File: config.mk
export PLATFORM = sky130hd
export DESIGN_NAME = rda_top
export DESIGN_NICKNAME = d
export VERILOG_FILES = /design/src/hw/rda_pkg.sv /design/src/hw/rda_flags.sv /design/src/hw/rda_tick.sv /design/src/hw/rda_top.sv
export SDC_FILE = /design/constraint.sdc
export NUM_CORES = 1
export LEC_CHECK = 0
export BUFFER_PORTS_ARGS = -buffer_cell sky130_fd_sc_hd__buf_2
export CORE_UTILIZATION = 27
export CTS_CLUSTER_SIZE = 25
export DETAILED_ROUTE_END_ITERATION = 12
export SYNTH_ARGS = -nofsm -noshare
export SYNTH_HDL_FRONTEND = slang
export SYNTH_SLANG_ARGS = --single-unit
File: constraint.sdc
create_clock -name pclk -period 5.1 [get_ports pclk]
set_input_delay 1.02 -clock pclk [delete_from_list [all_inputs] [get_ports pclk]]
set_output_delay 1.02 -clock pclk [all_outputs]
set_load 0.03 [all_outputs]
File: src/hw/rda_pkg.sv
// Shared constants and types for the remote dictionary access engine
package rda_pkg;

    localparam int unsigned CLK_PERIOD_NS = 20;
    localparam int unsigned TICK_TIME_US  = 120;
    localparam int unsigned TICK_CYCLES   = (TICK_TIME_US * 1000 + CLK_PERIOD_NS - 1)
                                            / CLK_PERIOD_NS;

    localparam logic [11:0] OFS_CMD       = 12'h000;
    localparam logic [11:0] OFS_DATA      = 12'h004;
    localparam logic [11:0] OFS_ENTRY     = 12'h008;
    localparam logic [11:0] OFS_COUNT     = 12'h00C;
    localparam logic [11:0] OFS_TIMEOUT   = 12'h010;
    localparam logic [11:0] OFS_STATUS    = 12'h014;
    localparam logic [11:0] OFS_USER_BASE = 12'h100;

    localparam logic [31:0] CMD_RST       = 32'h0000_0010;
    localparam logic [31:0] CMD_MASK      = 32'h0000_0037;
    localparam logic [31:0] DATA_RST      = 32'h0000_0000;
    localparam logic [31:0] ENTRY_RST     = 32'h0000_0000;
    localparam logic [15:0] COUNT_RST     = 16'h0004;
    localparam logic [15:0] TIMEOUT_RST   = 16'h0028;

    localparam int unsigned CMD_GO_BIT     = 31;
    localparam int unsigned CMD_ACC_BIT    = 2;
    localparam int unsigned CMD_CLIENT_LSB = 4;
    localparam int unsigned ENTRY_SUB_LSB  = 16;
    localparam int unsigned COUNT_NOLIM_BIT = 15;

    localparam int unsigned ST_BUSY_BIT = 0;
    localparam int unsigned ST_ZERO_BIT = 1;
    localparam int unsigned ST_NEG_BIT  = 2;
    localparam int unsigned ST_POS_BIT  = 3;
    localparam int unsigned ST_OVF_BIT  = 4;
    localparam int unsigned ST_PTR_LSB  = 16;

    localparam logic [1:0]  MODE_UPLOAD   = 2'h0;
    localparam logic [1:0]  MODE_DL_REG   = 2'h1;
    localparam logic [1:0]  MODE_DL_CONST = 2'h2;
    localparam logic [1:0]  CLIENT_ONE    = 2'h1;
    localparam logic [1:0]  CLIENT_TWO    = 2'h2;
    localparam logic [14:0] CONST_MAX_BYTES = 15'h0004;

    typedef enum logic [1:0] {
        RES_OK  = 2'b00,
        RES_NEG = 2'b01,
        RES_POS = 2'b10
    } rda_res_t;

    typedef enum logic [0:0] {
        ST_IDLE = 1'b0,
        ST_XFER = 1'b1
    } rda_state_t;

endpackage

File: src/hw/rda_flags.sv
// Zero, negative and positive condition flags with optional accumulation
`timescale 1ns/1ns
module rda_flags
    import rda_pkg::*;
(
    input  wire logic     pclk,
    input  wire logic     presetn,
    input  wire logic     ce,
    input  wire logic     upd,
    input  wire logic     acc,
    input  rda_res_t      res,
    output logic          zero_f,
    output logic          neg_f,
    output logic          pos_f
);
    wire r_ok  = (res == RES_OK);
    wire r_neg = (res == RES_NEG);
    wire r_pos = (res == RES_POS);

    always_ff @(posedge pclk or negedge presetn) begin
        if (!presetn) begin
            zero_f <= 1'b0;
            neg_f  <= 1'b0;
            pos_f  <= 1'b0;
        end else if (ce && upd) begin
            // Zero survives a series only while every command succeeded
            zero_f <= acc ? (zero_f && r_ok) : r_ok;
            neg_f  <= acc ? (neg_f || r_neg) : r_neg;
            pos_f  <= acc ? (pos_f || r_pos) : r_pos;
        end
    end
endmodule

File: src/hw/rda_tick.sv
// Fixed-period tick prescaler, restartable so a wait starts on a tick boundary
`timescale 1ns/1ns
module rda_tick
    import rda_pkg::*;
#(
    parameter int unsigned TICKS = TICK_CYCLES
) (
    input  wire logic pclk,
    input  wire logic presetn,
    input  wire logic ce,
    input  wire logic restart,
    output logic      tick
);
    localparam int unsigned CW = $clog2(TICKS + 1);
    localparam logic [CW-1:0] LAST = CW'(TICKS - 1);

    logic [CW-1:0] cnt_reg;
    wire           wrap = (cnt_reg == LAST);

    always_ff @(posedge pclk or negedge presetn) begin
        if (!presetn) begin
            cnt_reg <= '0;
            tick    <= 1'b0;
        end else if (ce) begin
            cnt_reg <= (restart || wrap) ? '0 : cnt_reg + CW'(1);
            tick    <= wrap && !restart;
        end
    end
endmodule

File: src/hw/rda_top.sv
// Remote dictionary access engine: APB registers, SDO client requests, result flags
//
// Local design decisions: the APB slave port and the register addresses.
`timescale 1ns/1ns
module rda_top
    import rda_pkg::*;
#(
    parameter int unsigned NREG  = 16,
    parameter int unsigned TICKS = TICK_CYCLES
) (
    input  wire logic        pclk,
    input  wire logic        presetn,
    input  wire logic        ce,
    input  wire logic        psel,
    input  wire logic        penable,
    input  wire logic        pwrite,
    input  wire logic [11:0] paddr,
    input  wire logic [31:0] pwdata,
    output logic      [31:0] prdata,
    output logic             pready,
    output logic             pslverr,
    output logic             sdo_req,
    output logic             sdo_client,
    output logic             sdo_upload,
    output logic      [15:0] sdo_index,
    output logic      [7:0]  sdo_subindex,
    output logic      [14:0] sdo_size,
    output logic             dl_valid,
    output logic      [7:0]  dl_byte,
    input  wire logic        dl_ready,
    input  wire logic        ul_valid,
    input  wire logic [7:0]  ul_byte,
    input  wire logic        rsp_valid,
    input  wire logic        rsp_abort,
    output logic             cond_zero,
    output logic             cond_neg,
    output logic             cond_pos
);
    localparam int unsigned IW = $clog2(NREG);
    localparam logic [11:0] USER_END = OFS_USER_BASE + 12'(NREG * 4);

    rda_state_t    st_reg;
    logic [31:0]   cmd_reg;
    logic [31:0]   data_reg;
    logic [31:0]   entry_reg;
    logic [15:0]   count_reg;
    logic [15:0]   timeout_reg;
    logic [15:0]   tmo_left_reg;
    logic [14:0]   ptr_reg;
    logic [14:0]   limit_reg;
    logic          ovf_reg;
    logic [31:0]   user_mem [NREG];
    logic          tick;

    // Bus decode
    wire        apb_done = psel && penable && pready;
    wire        apb_wr   = apb_done && pwrite;
    wire [11:0] ofs      = {paddr[11:2], 2'b00};
    wire        user_hit = (ofs >= OFS_USER_BASE) && (ofs < USER_END);
    wire [IW-1:0] user_idx = paddr[2 +: IW];
    wire        reg_hit  = (ofs == OFS_CMD) || (ofs == OFS_DATA) || (ofs == OFS_ENTRY)
                        || (ofs == OFS_COUNT) || (ofs == OFS_TIMEOUT)
                        || (ofs == OFS_STATUS);
    wire        map_err  = !(reg_hit || user_hit);
    wire        idle     = (st_reg == ST_IDLE);
    wire        xfer     = (st_reg == ST_XFER);

    wire [31:0] status_word = {1'b0, ptr_reg, 11'h000, ovf_reg, cond_pos, cond_neg,
                               cond_zero, xfer};
    wire [31:0] rd_word =
        (ofs == OFS_CMD)     ? cmd_reg :
        (ofs == OFS_DATA)    ? data_reg :
        (ofs == OFS_ENTRY)   ? entry_reg :
        (ofs == OFS_COUNT)   ? {16'h0000, count_reg} :
        (ofs == OFS_TIMEOUT) ? {16'h0000, timeout_reg} :
        (ofs == OFS_STATUS)  ? status_word :
        user_hit             ? user_mem[user_idx] : 32'h0000_0000;

    // Command launch; a go written while busy is ignored
    wire       go_wr     = apb_wr && (ofs == OFS_CMD) && pwdata[CMD_GO_BIT];
    wire       go        = go_wr && idle;
    wire [1:0] go_base   = pwdata[1:0];
    wire       go_acc    = pwdata[CMD_ACC_BIT];
    wire [1:0] go_client = pwdata[CMD_CLIENT_LSB +: 2];
    wire       go_bad    = (go_base == 2'h3)
                        || !((go_client == CLIENT_ONE) || (go_client == CLIENT_TWO));
    wire       go_start  = go && !go_bad;
    wire       go_const  = (go_base == MODE_DL_CONST);
    wire [14:0] cnt_bytes = count_reg[14:0];
    wire [14:0] go_limit = (go_const && (cnt_bytes > CONST_MAX_BYTES))
                         ? CONST_MAX_BYTES : cnt_bytes;

    wire [1:0] mode     = cmd_reg[1:0];
    wire       acc      = cmd_reg[CMD_ACC_BIT];
    wire       m_upload = (mode == MODE_UPLOAD);
    wire       m_const  = (mode == MODE_DL_CONST);
    wire       nolimit  = count_reg[COUNT_NOLIM_BIT];

    // Byte position: register step every four bytes, lane inside it
    wire [IW-1:0] base_idx = data_reg[IW-1:0];
    wire [IW-1:0] byte_idx = base_idx + ptr_reg[2 +: IW];
    wire [4:0]    lane_sh  = {ptr_reg[1:0], 3'b000};
    wire [7:0]    src_byte = m_const ? data_reg[lane_sh +: 8]
                                     : user_mem[byte_idx][lane_sh +: 8];
    wire          more     = (ptr_reg < limit_reg);

    // Upload bytes beyond the cap are dropped and remembered
    wire ul_take  = xfer && m_upload && ul_valid && more;
    wire ul_extra = xfer && m_upload && ul_valid && !more;
    wire dl_adv   = xfer && !m_upload && (!dl_valid || dl_ready);

    wire timeout_now = xfer && !rsp_valid && tick && (tmo_left_reg <= 16'h0001);
    wire end_now     = xfer && (rsp_valid || timeout_now);
    wire ovf_any     = ovf_reg || ul_extra;
    wire refused     = rsp_abort || (ovf_any && !nolimit);

    wire      flag_upd = end_now || (go && go_bad);
    wire      flag_acc = end_now ? acc : go_acc;
    rda_res_t flag_res;
    assign flag_res = !end_now    ? RES_NEG :
                      timeout_now ? RES_POS :
                      refused     ? RES_NEG :
                                    RES_OK;

    rda_tick #(
        .TICKS   (TICKS)
    ) u_tick (
        .pclk    (pclk),
        .presetn (presetn),
        .ce      (ce),
        .restart (go_start),
        .tick    (tick)
    );

    rda_flags u_flags (
        .pclk    (pclk),
        .presetn (presetn),
        .ce      (ce),
        .upd     (flag_upd),
        .acc     (flag_acc),
        .res     (flag_res),
        .zero_f  (cond_zero),
        .neg_f   (cond_neg),
        .pos_f   (cond_pos)
    );

    // APB slave: one wait state so read data comes from a flop
    always_ff @(posedge pclk or negedge presetn) begin
        if (!presetn) begin
            pready  <= 1'b0;
            pslverr <= 1'b0;
            prdata  <= 32'h0000_0000;
        end else if (ce) begin
            pready  <= psel && penable && !pready;
            pslverr <= psel && penable && !pready && map_err;
            prdata  <= (psel && penable && !pready && !pwrite) ? rd_word : 32'h0000_0000;
        end
    end

    // Configuration registers; fields stay writable while idle only
    always_ff @(posedge pclk or negedge presetn) begin
        if (!presetn) begin
            cmd_reg     <= CMD_RST;
            data_reg    <= DATA_RST;
            entry_reg   <= ENTRY_RST;
            count_reg   <= COUNT_RST;
            timeout_reg <= TIMEOUT_RST;
        end else if (ce && apb_wr && idle) begin
            if (ofs == OFS_CMD)     cmd_reg     <= pwdata & CMD_MASK;
            if (ofs == OFS_DATA)    data_reg    <= pwdata;
            if (ofs == OFS_ENTRY)   entry_reg   <= pwdata & 32'h00FF_FFFF;
            if (ofs == OFS_COUNT)   count_reg   <= pwdata[15:0];
            if (ofs == OFS_TIMEOUT) timeout_reg <= pwdata[15:0];
        end
    end

    // User register file, no reset: it is data, not control
    always_ff @(posedge pclk) begin
        if (ce) begin
            if (apb_wr && idle && user_hit)
                user_mem[user_idx] <= pwdata;
            else if (ul_take)
                user_mem[byte_idx][lane_sh +: 8] <= ul_byte;
        end
    end

    // Transfer sequencer
    always_ff @(posedge pclk or negedge presetn) begin
        if (!presetn) begin
            st_reg       <= ST_IDLE;
            tmo_left_reg <= 16'h0000;
            ptr_reg      <= 15'h0000;
            limit_reg    <= 15'h0000;
            ovf_reg      <= 1'b0;
        end else if (ce) begin
            case (st_reg)
                ST_IDLE: begin
                    if (go_start) begin
                        st_reg       <= ST_XFER;
                        tmo_left_reg <= timeout_reg;
                        ptr_reg      <= 15'h0000;
                        limit_reg    <= go_limit;
                        ovf_reg      <= 1'b0;
                    end
                end
                ST_XFER: begin
                    if (tick && (tmo_left_reg != 16'h0000))
                        tmo_left_reg <= tmo_left_reg - 16'h0001;
                    if (ul_take || (dl_adv && more))
                        ptr_reg <= ptr_reg + 15'h0001;
                    if (ul_extra)
                        ovf_reg <= 1'b1;
                    if (end_now)
                        st_reg <= ST_IDLE;
                end
                default: st_reg <= ST_IDLE;
            endcase
        end
    end

    // Link outputs; the request is held until the transfer ends
    always_ff @(posedge pclk or negedge presetn) begin
        if (!presetn) begin
            sdo_req      <= 1'b0;
            sdo_client   <= 1'b0;
            sdo_upload   <= 1'b0;
            sdo_index    <= 16'h0000;
            sdo_subindex <= 8'h00;
            sdo_size     <= 15'h0000;
            dl_valid     <= 1'b0;
            dl_byte      <= 8'h00;
        end else if (ce) begin
            if (go_start) begin
                sdo_req      <= 1'b1;
                sdo_client   <= (go_client == CLIENT_TWO);
                sdo_upload   <= (go_base == MODE_UPLOAD);
                sdo_index    <= entry_reg[15:0];
                sdo_subindex <= entry_reg[ENTRY_SUB_LSB +: 8];
                sdo_size     <= go_limit;
            end else if (end_now) begin
                sdo_req <= 1'b0;
            end
            if (end_now || !xfer) begin
                dl_valid <= 1'b0;
            end else if (dl_adv) begin
                // Bytes past the byte count are simply never offered
                dl_valid <= more;
                dl_byte  <= more ? src_byte : dl_byte;
            end
        end
    end

    // Result flags after a timeout, an abort and a normal end, byte caps and request lifetime
    a_timeout_pos: assert property (@(posedge pclk) disable iff (!presetn)
        ce && timeout_now && !acc |=> cond_pos && !cond_zero && !cond_neg)
        else $error("timeout did not leave positive only");

    a_abort_neg: assert property (@(posedge pclk) disable iff (!presetn)
        ce && xfer && rsp_valid && rsp_abort && !acc |=> cond_neg && !cond_pos && !cond_zero)
        else $error("abort did not leave negative only");

    a_ok_zero: assert property (@(posedge pclk) disable iff (!presetn)
        ce && xfer && rsp_valid && !rsp_abort && !ovf_any && !acc
        |=> cond_zero && !cond_pos && !cond_neg)
        else $error("normal end did not leave zero only");

    a_nolimit_ok: assert property (@(posedge pclk) disable iff (!presetn)
        ce && xfer && rsp_valid && !rsp_abort && nolimit && !acc |=> cond_zero)
        else $error("truncated string upload was flagged");

    a_acc_sticky: assert property (@(posedge pclk) disable iff (!presetn)
        ce && flag_upd && flag_acc && cond_neg |=> cond_neg)
        else $error("accumulated negative flag was lost");

    a_acc_pos: assert property (@(posedge pclk) disable iff (!presetn)
        ce && flag_upd && flag_acc && cond_pos |=> cond_pos)
        else $error("accumulated positive flag was lost");

    a_acc_zero: assert property (@(posedge pclk) disable iff (!presetn)
        ce && flag_upd && flag_acc && !cond_zero |=> !cond_zero)
        else $error("accumulated zero flag came back");

    a_const_max: assert property (@(posedge pclk) disable iff (!presetn)
        xfer && m_const |-> ptr_reg <= CONST_MAX_BYTES)
        else $error("constant download moved more than four bytes");

    a_cap_held: assert property (@(posedge pclk) disable iff (!presetn)
        xfer |-> ptr_reg <= limit_reg)
        else $error("byte pointer passed the byte count");

    a_req_held: assert property (@(posedge pclk) disable iff (!presetn)
        ce && xfer && !end_now |=> sdo_req && xfer)
        else $error("request dropped before an ending event");

    a_req_drop: assert property (@(posedge pclk) disable iff (!presetn)
        ce && end_now |=> !sdo_req && idle && !dl_valid)
        else $error("transfer not abandoned at its end");

    // Launch, link pins and byte stream
    a_go_launch: assert property (@(posedge pclk) disable iff (!presetn)
        ce && go_start |=> sdo_req && xfer && (ptr_reg == 15'h0000))
        else $error("valid command did not start a transfer");

    a_upload_dir: assert property (@(posedge pclk) disable iff (!presetn)
        ce && go_start && (go_base == MODE_UPLOAD) |=> sdo_upload)
        else $error("upload command did not request an upload");

    a_bad_neg: assert property (@(posedge pclk) disable iff (!presetn)
        ce && go && go_bad && !go_acc |=> cond_neg && !cond_pos && !cond_zero)
        else $error("invalid command did not leave negative only");

    a_bad_noreq: assert property (@(posedge pclk) disable iff (!presetn)
        ce && go && go_bad |=> !sdo_req && idle)
        else $error("invalid command raised a request");

    a_client_one: assert property (@(posedge pclk) disable iff (!presetn)
        ce && go_start && (go_client == CLIENT_ONE) |=> !sdo_client)
        else $error("client one request used client two");

    a_entry_addr: assert property (@(posedge pclk) disable iff (!presetn)
        ce && go_start |=> (sdo_index == entry_reg[15:0])
            && (sdo_subindex == entry_reg[ENTRY_SUB_LSB +: 8]))
        else $error("request entry differs from entry register");

    a_dl_hold: assert property (@(posedge pclk) disable iff (!presetn)
        ce && xfer && dl_valid && !dl_ready && !end_now |=> dl_valid && $stable(dl_byte))
        else $error("download byte changed before it was taken");

endmodule

==> results of run 1 <==
cell families after synthesis:
group,Yosys count,share of synthesized area (%)
simple gates,656,8.484
mux,400,21.44
fa+ha+maj,27,0.9538
compound gates,402,7.115
flops,755,59.27
xor+xnor,11,0.2661
buf+inv,216,2.474
synth_stat cells (all sizes together), types with 31 or more instances:
cell type / instances
inv: 31
nand3: 116
nand2: 284
mux2: 103
edfxtp: 512
nor2: 61
o21ai: 108
clkbuf: 115
mux4: 290
a21oi: 111
dfrtp: 239
buf: 69
nor3: 83
layer usage:
metal / vias up / global-route usage [%]
met1: 12550 / 21.64
met3: 224 / 3.260
met2: 1165 / 26.98
li1: 10280 / -
met4: 4 / 7.740
met5: - / 0
power by group:
group          leakage (uW)  switching [uW]  internal (uW)
Combinational       0.00651             367            200
Clock               0.00131            2430           3540
Sequential          0.00788            28.3           6580
Total                0.0157            2830          10300
worst max-delay path: cells and delay by family (launching register included):
kind,cells,cell delay (ns)
buffers and inverters,1,0.24
muxes,2,0.66
DFF,1,0.50
adders and majority gates,2,1.23
AOI/OAI and AO/OA,4,1.63
layout make-up:
class,instances,area [um^2],share of cell area [%]
diodes,3,7.507,0.01768
clock buffers,116,2293,5.400
clock inverters,30,381.6,0.8985
inverters,32,120.1,0.2828
multi-input cells,1496,13920,32.78
flip-flops and latches,755,21460,50.53
well taps,1755,2196,5.170
repair buffers,311,2093,4.928
metrics by stage:
stage	worst slack (ns)	std cells	area [um^2]
3_5_place_dp	0.7867	4349	39790
2_1_floorplan	1.422	2467	36210
3_3_place_gp	0.5114	4349	39790
5_1_grt	0.6813	4495	42470
6_report	0.7002	4498	42470
4_1_cts	0.8002	4495	42470
how the worst max path moves through the flow:
stage	start	to	cells after the start
3_3_place_gp	ul_valid	user_mem[2][1]	7
6_report	data_reg[0]	dl_byte[6]	9
3_5_place_dp	paddr[10]	limit_reg[0]	9
2_1_floorplan	ce	user_mem[4][0]	7
4_1_cts	data_reg[0]	dl_byte[6]	9
5_1_grt	ptr_reg[4]	dl_byte[3]	10
==> run summary, run 1 <==
run status: completed
setup repair after global routing missed its margin: no
count of vias placed by the detailed router: 24220
met1 wire length: 44960 um
floorplan die area: 0.1356 mm^2
aggregate global-route resource usage: 16.73%
total power: 13150 uW
proportion of netlist area held by the largest area contributor: 42.46%
instance count of the mapped netlist: 2467
initial antenna violation count: 3
critical path peak fanout: 13
Pins Over Slew Limit: 0
startpoint of the lowest-slack register-to-register path: data_reg[0]
postcts setup bufs: 0
total of max-cap violations: 0
maximum number of buffers from clock root to sink: 3
gpl congestion: 0.9191
crit path launch type: flop
number of fill cells: 12920
x dimension of the die: 368.2 um
Clock Sinks: 755
fraction of the cycle the final worst path needs: 86.27%
top layer used by detailed routing: met5
count of warnings emitted by yosys: 0
met2 wire length: 54330 um
Post-synth EDFFs: 512
first-pass GRT wire length: 167300 um
Root Buffer: sky130_fd_sc_hd__clkbuf_16
final hold viol count: 0
worst hold margin: 0.3630 ns
top cell type by total area after synthesis: sky130_fd_sc_hd__edfxtp_1
wire length per cell after detailed routing: 25.51 um
slack of the worst reg-to-reg path: 0.70 ns
clock skew: 0.03053 ns
syn_area_per_cell: 14.68 um^2
first-pass iteration count of the detailed router: 6
total negative setup slack: 0 ns
maximum vdd drop: 0.0001976 V
signed area change from the synthesized netlist to the final layout: 17.31%
total wire length: 114700 um
largest net degree at the start of global routing: 91
Initial Utilization: 27.37%
CTS tree: built
setup violators final: 0
reg2reg end: dl_byte[6]
Power per Cell Area: 309.5 mW/mm^2
post-synthesis register bit count: 755
number of design-rule violations left by the first detailed-router iteration: 2600
DPL Wire Length: 81930 um
critical path class: reg -> reg
Yosys cell types: 64
hold-fix buffer count after cts: 0
Port Buffer Count: 147
clock slew at reported path FFs: 0.06 ns
portion of the post-synthesis area used by sequential elements: 59.27%
Primary FF master, synth: sky130_fd_sc_hd__edfxtp_1
largest cells by area after synthesis: sky130_fd_sc_hd__edfxtp_1 42%, sky130_fd_sc_hd__mux4_2 18%, sky130_fd_sc_hd__dfrtp_1 17%
count of pins on the block boundary: 150
number of nets produced by synthesis: 2556
remaining antenna violation count after routing: 0
Final Critical Period: 4.400 ns
nature of the critical path endpoint: flop
slowest stage cell on the critical path: sky130_fd_sc_hd__fa_4
number of placement rows: 133
highest-count cells in the layout ignoring fill and taps: 512 x sky130_fd_sc_hd__edfxtp_1, 290 x sky130_fd_sc_hd__mux4_2, 284 x sky130_fd_sc_hd__nand2_1
most common library cell in the layout ignoring fill and taps: sky130_fd_sc_hd__edfxtp_1
residual overflow from global routing: 0
Syn Std Cell Area: 0.03621 mm^2
final core occ: 32.10%
CTS H-tree depth: 3
flip-flop count of the largest register, all copies and words added: 512
critical path required time: 5.62 ns
count of instances resized after the clock tree is built: 0
via/cell ratio: 5.384
achievable frequency: 227.3 MHz
CP Cell Sequence: ha_4, fa_4, buf_4, mux4_2, o21ai_0, a21oi_1, a2111oi_1, o31ai_1, mux2_2
number of global-route vias before repair: 23850
Tightest Pin Transition: 1.231 ns
data arrival time at the worst-slack endpoint: 4.91 ns
clock insertion delay at the later pin of the skew report: 0.64 ns
FFs w/ async S/R, synth: 32.19%
highest cell delay on the worst timing path: 1.00 ns
cell depth of the worst flop-to-flop path: 9
TritonCTS Buffers: 79
number of nets in the layout: 2764
DRC violation count after routing: 0
die span in y: 368.2 um
type of the most critical hold path: in -> async
Worst slew margin: 17.77%
standard cell core area: 0.1323 mm^2
met3 wire length: 9952 um
share of cells above drive strength 1: 31.13%
leakage power: 0.01570 uW
Power figures use the tool's default switching activity.
==> inputs of run 2 (changes only) <==
--- a/config.mk
+++ b/config.mk
@@ -5,8 +5,10 @@
 export SDC_FILE = /design/constraint.sdc
 export NUM_CORES = 1
 export LEC_CHECK = 0
+export ABC_AREA = 1
 export BUFFER_PORTS_ARGS = -buffer_cell sky130_fd_sc_hd__buf_2
 export CORE_UTILIZATION = 27
+export CTS_CLUSTER_DIAMETER = 100
 export CTS_CLUSTER_SIZE = 25
 export DETAILED_ROUTE_END_ITERATION = 12
 export SYNTH_ARGS = -nofsm -noshare
==> run summary, run 2 <==
DPL Wire Length: 89330 um (+9.0%)
non-filler instance count after layout: 5877 (+31%)
initial antenna violation count: 2 (-1)
cell depth of the worst flop-to-flop path: 9 (unchanged)
count of instances resized after the clock tree is built: 0 (unchanged)
nature of the critical path endpoint: flop
parity-gate share of the synthesized area counting xor and xnor cells: 0.3803% (+0.11 points)
worst hold margin: 0.4011 ns (+0.03809 ns)
first-pass GRT wire length: 196700 um (+18%)
number of global-route vias before repair: 29210 (+22%)
synthesized-area fraction occupied by adder cells: 0.9373% (-0.016 points)
critical path class: reg -> reg
Final Critical Period: 4.394 ns (-0.005810 ns)
signed area change from the synthesized netlist to the final layout: 11.11%
top cell type by total area after synthesis: sky130_fd_sc_hd__edfxtp_1
via/cell ratio: 5.394 (+0.17%)
number of placement rows: 135 (+1.5%)
achievable frequency: 227.6 MHz (+0.13%)
clock insertion delay at the later pin of the skew report: 0.63 ns (about the same)
total of max-cap violations: 0 (unchanged)
Synth Area in Simple Gates: 17.82% (+9.3 points)
run status: completed
most frequent cell after synthesis: sky130_fd_sc_hd__nand2_1
flip-flop count of the largest register, all copies and words added: 512 (unchanged)
critical path required time: 5.33 ns (-0.29 ns)
TritonCTS Buffers: 36 (-54%)
Yosys cell types: 58 (-9.4%)
Design Area, Final: 0.04094 mm^2 (-3.6%)
CTS H-tree depth: 2 (-1)
standard cell core area: 0.1355 mm^2 (+2.4%)
aggregate global-route resource usage: 19.14% (+2.4 points)
Primary FF master, synth: sky130_fd_sc_hd__edfxtp_1
total negative setup slack: 0 ns (unchanged)
post-synthesis register bit count: 755 (unchanged)
count of vias placed by the detailed router: 31700 (+31%)
number of fill cells: 14110 (+9.2%)
type of the most critical hold path: in -> async
wire length per cell after detailed routing: 23.25 um (-8.9%)
remaining antenna violation count after routing: 0 (unchanged)
register area: 0.02146 mm^2 (unchanged)
number of nets in the layout: 4163 (+51%)
Syn Std Cell Area: 0.03684 mm^2 (+1.8%)
Root Buffer: sky130_fd_sc_hd__clkbuf_16
Worst slew margin: 12.55% (-5.2 points)
share of cells above drive strength 1: 9.424% (-22 points)
setup violators final: 0 (unchanged)
gpl congestion: 0.9604 (+4.5%)
most common library cell in the layout ignoring fill and taps: sky130_fd_sc_hd__nand2_1
x dimension of the die: 371.4 um (+0.87%)
syn_area_per_cell: 9.163 um^2 (-38%)
maximum number of buffers from clock root to sink: 3 (unchanged)
count of warnings emitted by yosys: 0 (unchanged)
maximum vdd drop: 0.0002381 V (+21%)
proportion of netlist area held by the largest area contributor: 41.73% (-0.73 points)
FFs w/ async S/R, synth: 32.19% (unchanged)
setup repair after global routing missed its margin: no
Tightest Pin Transition: 1.303 ns (+0.07233 ns)
die span in y: 371.4 um (+0.87%)
fraction of the cycle the final worst path needs: 86.16% (-0.11 points)
Pins Over Slew Limit: 0 (unchanged)
data arrival time at the worst-slack endpoint: 4.62 ns (-0.29 ns)
worst setup slack after placement: 0.8608 ns (+0.07413 ns)
multi-input combinational cell area: 0.01329 mm^2 (-4.5%)
final hold viol count: 0 (unchanged)
proportion of synthesized area in mux cells: 0% (-21 points)
leading cell types by count after synthesis: 737 x sky130_fd_sc_hd__nand2_1, 615 x sky130_fd_sc_hd__o21ai_0, 512 x sky130_fd_sc_hd__edfxtp_1, 470 x sky130_fd_sc_hd__nor2_1, 280 x sky130_fd_sc_hd__inv_1
leakage power: 0.01589 uW (+1.2%)
total wire length: 136600 um (+19%)
highest-count cells in the layout ignoring fill and taps: 732 x sky130_fd_sc_hd__nand2_1, 596 x sky130_fd_sc_hd__o21ai_0, 512 x sky130_fd_sc_hd__edfxtp_1
clock skew: 0.03504 ns (+0.004510 ns)
largest cells by area after synthesis: sky130_fd_sc_hd__edfxtp_1 42%, sky130_fd_sc_hd__dfrtp_1 16%, sky130_fd_sc_hd__o21ai_0 8.4%
Power per Cell Area: 259.9 mW/mm^2 (-16%)
switching share of total power: 23.80% (+2.3 points)
CTS tree: built
postcts setup bufs: 0 (unchanged)
instance area after placement: 0.03990 mm^2 (+0.27%)
first-pass iteration count of the detailed router: 8 (+2)
fraction of the mapped netlist area in compound gates: 16.65% (+9.5 points)
Port Buffer Count: 147 (unchanged)
final worst setup slack: 0.7060 ns (+0.005810 ns)
Initial Utilization: 27.20% (-0.17 points)
clock slew at reported path FFs: 0.12 ns (+0.06 ns)
startpoint of the lowest-slack register-to-register path: ptr_reg[1]
dominant combinational cell family by area after synthesis: simple AND/OR/NAND/NOR gates
largest net degree at the start of global routing: 153 (+68%)
count of pins on the block boundary: 150 (unchanged)
power dissipated by switching net loads: 2532 uW (-10%)
hold-fix buffer count after cts: 0 (unchanged)
Clk network pwr share: 32.1% (-13 points)
floorplan die area: 0.1379 mm^2 (+1.8%)
Post-synth EDFFs: 512 (unchanged)
critical path peak fanout: 72 (+59)
crit path launch type: flop
slack of the worst reg-to-reg path: 0.71 ns (about the same)
number of placed cells counting well taps: 5817 (+34%)
instance count of the mapped netlist: 4021 (+63%)
internal power: 8106 uW (-21%)
number of design-rule violations left by the first detailed-router iteration: 4198 (+61%)
DRC violation count after routing: 0 (unchanged)
sequential group share of total power: 62.0% (+12 points)
combinational power share: 5.9% (+1.6 points)
Clock Sinks: 755 (unchanged)
number of nets produced by synthesis: 4110 (+61%)
reg2reg end: user_mem[3][31]
residual overflow from global routing: 0 (unchanged)
portion of the post-synthesis area used by sequential elements: 58.25% (-1.0 points)
Antenna Cells: 0 (-3)
==> run 2: worst max path at each step <==
stage	cells after the start	from	end	slack, ns
floorplan	8	ul_valid	user_mem[0][31]	2.10
global placement	9	ptr_reg[1]	user_mem[7][1]	0.96
detailed placement	9	ptr_reg[1]	user_mem[0][27]	0.86
CTS	9	ptr_reg[1]	user_mem[0][28]	0.81
global route	9	ptr_reg[1]	user_mem[3][25]	0.51
finish	9	ptr_reg[1]	user_mem[3][31]	0.71
==> run 2: area by class of cell <==
class,instances,area share (%)
Inverter,290,2.671
Sequential cell,755,52.42
Timing Repair Buffer,274,4.456
Clock inverter,4,0.1039
Multi-Input combinational cell,2717,32.47
Clock buffer,56,2.436
Tap cell,1781,5.443
==> run 2: power groups by stage <==
stage	Sequential, uW	Clock (uW)	Combinational, uW
floorplan	6730	0	294
global placement	6730	0	603
detailed placement	6730	0	608
CTS	6590	3430	610
global route	6600	3630	660
finish	6590	3420	629
==> run 2: metal layers <==
metal | up-vias | wire length (um) | part of all wire, % | GRT usage [%]
li1 | 14110 | - | - | -
met4 | 4 | 7702 | 5.6 | 9.939
met3 | 351 | 14130 | 10 | 3.686
met2 | 1837 | 60390 | 44 | 29.33
met1 | 15400 | 54370 | 40 | 25.58
met5 | - | 31 | 0.023 | 0
==> run 2: critical path, stage by stage, from the launching register on <==
cell,delay [ns]
sky130_fd_sc_hd__dfrtp_1,0.71
sky130_fd_sc_hd__inv_1,0.40
sky130_fd_sc_hd__ha_1,0.43
sky130_fd_sc_hd__o21ai_2,0.43
sky130_fd_sc_hd__nand2_4,0.49
sky130_fd_sc_hd__nand2_1,0.18
sky130_fd_sc_hd__nand2_1,0.10
sky130_fd_sc_hd__nor2_2,0.26
sky130_fd_sc_hd__nand2_2,0.18
sky130_fd_sc_hd__nor2_1,0.80
==> run 2: kinds of logic (layout without fill, tap and decap cells) <==
kind of cell,Yosys count,in the layout
adders and majority gates,27,27
DFF,755,755
buffers and inverters,549,624
and+or+nand+nor,1576,1576
AOI/OAI and AO/OA,1098,1098
xor gates and xnor gates,16,16
==> run 2: through the flow <==
stage | utilization [%] | total power [uW]
floorplan | - | 7021
global placement | 29.45 | 7328
detailed placement | 29.45 | 7334
CTS | 30.22 | 10640
global route | 30.22 | 10890
finish | 30.22 | 10640
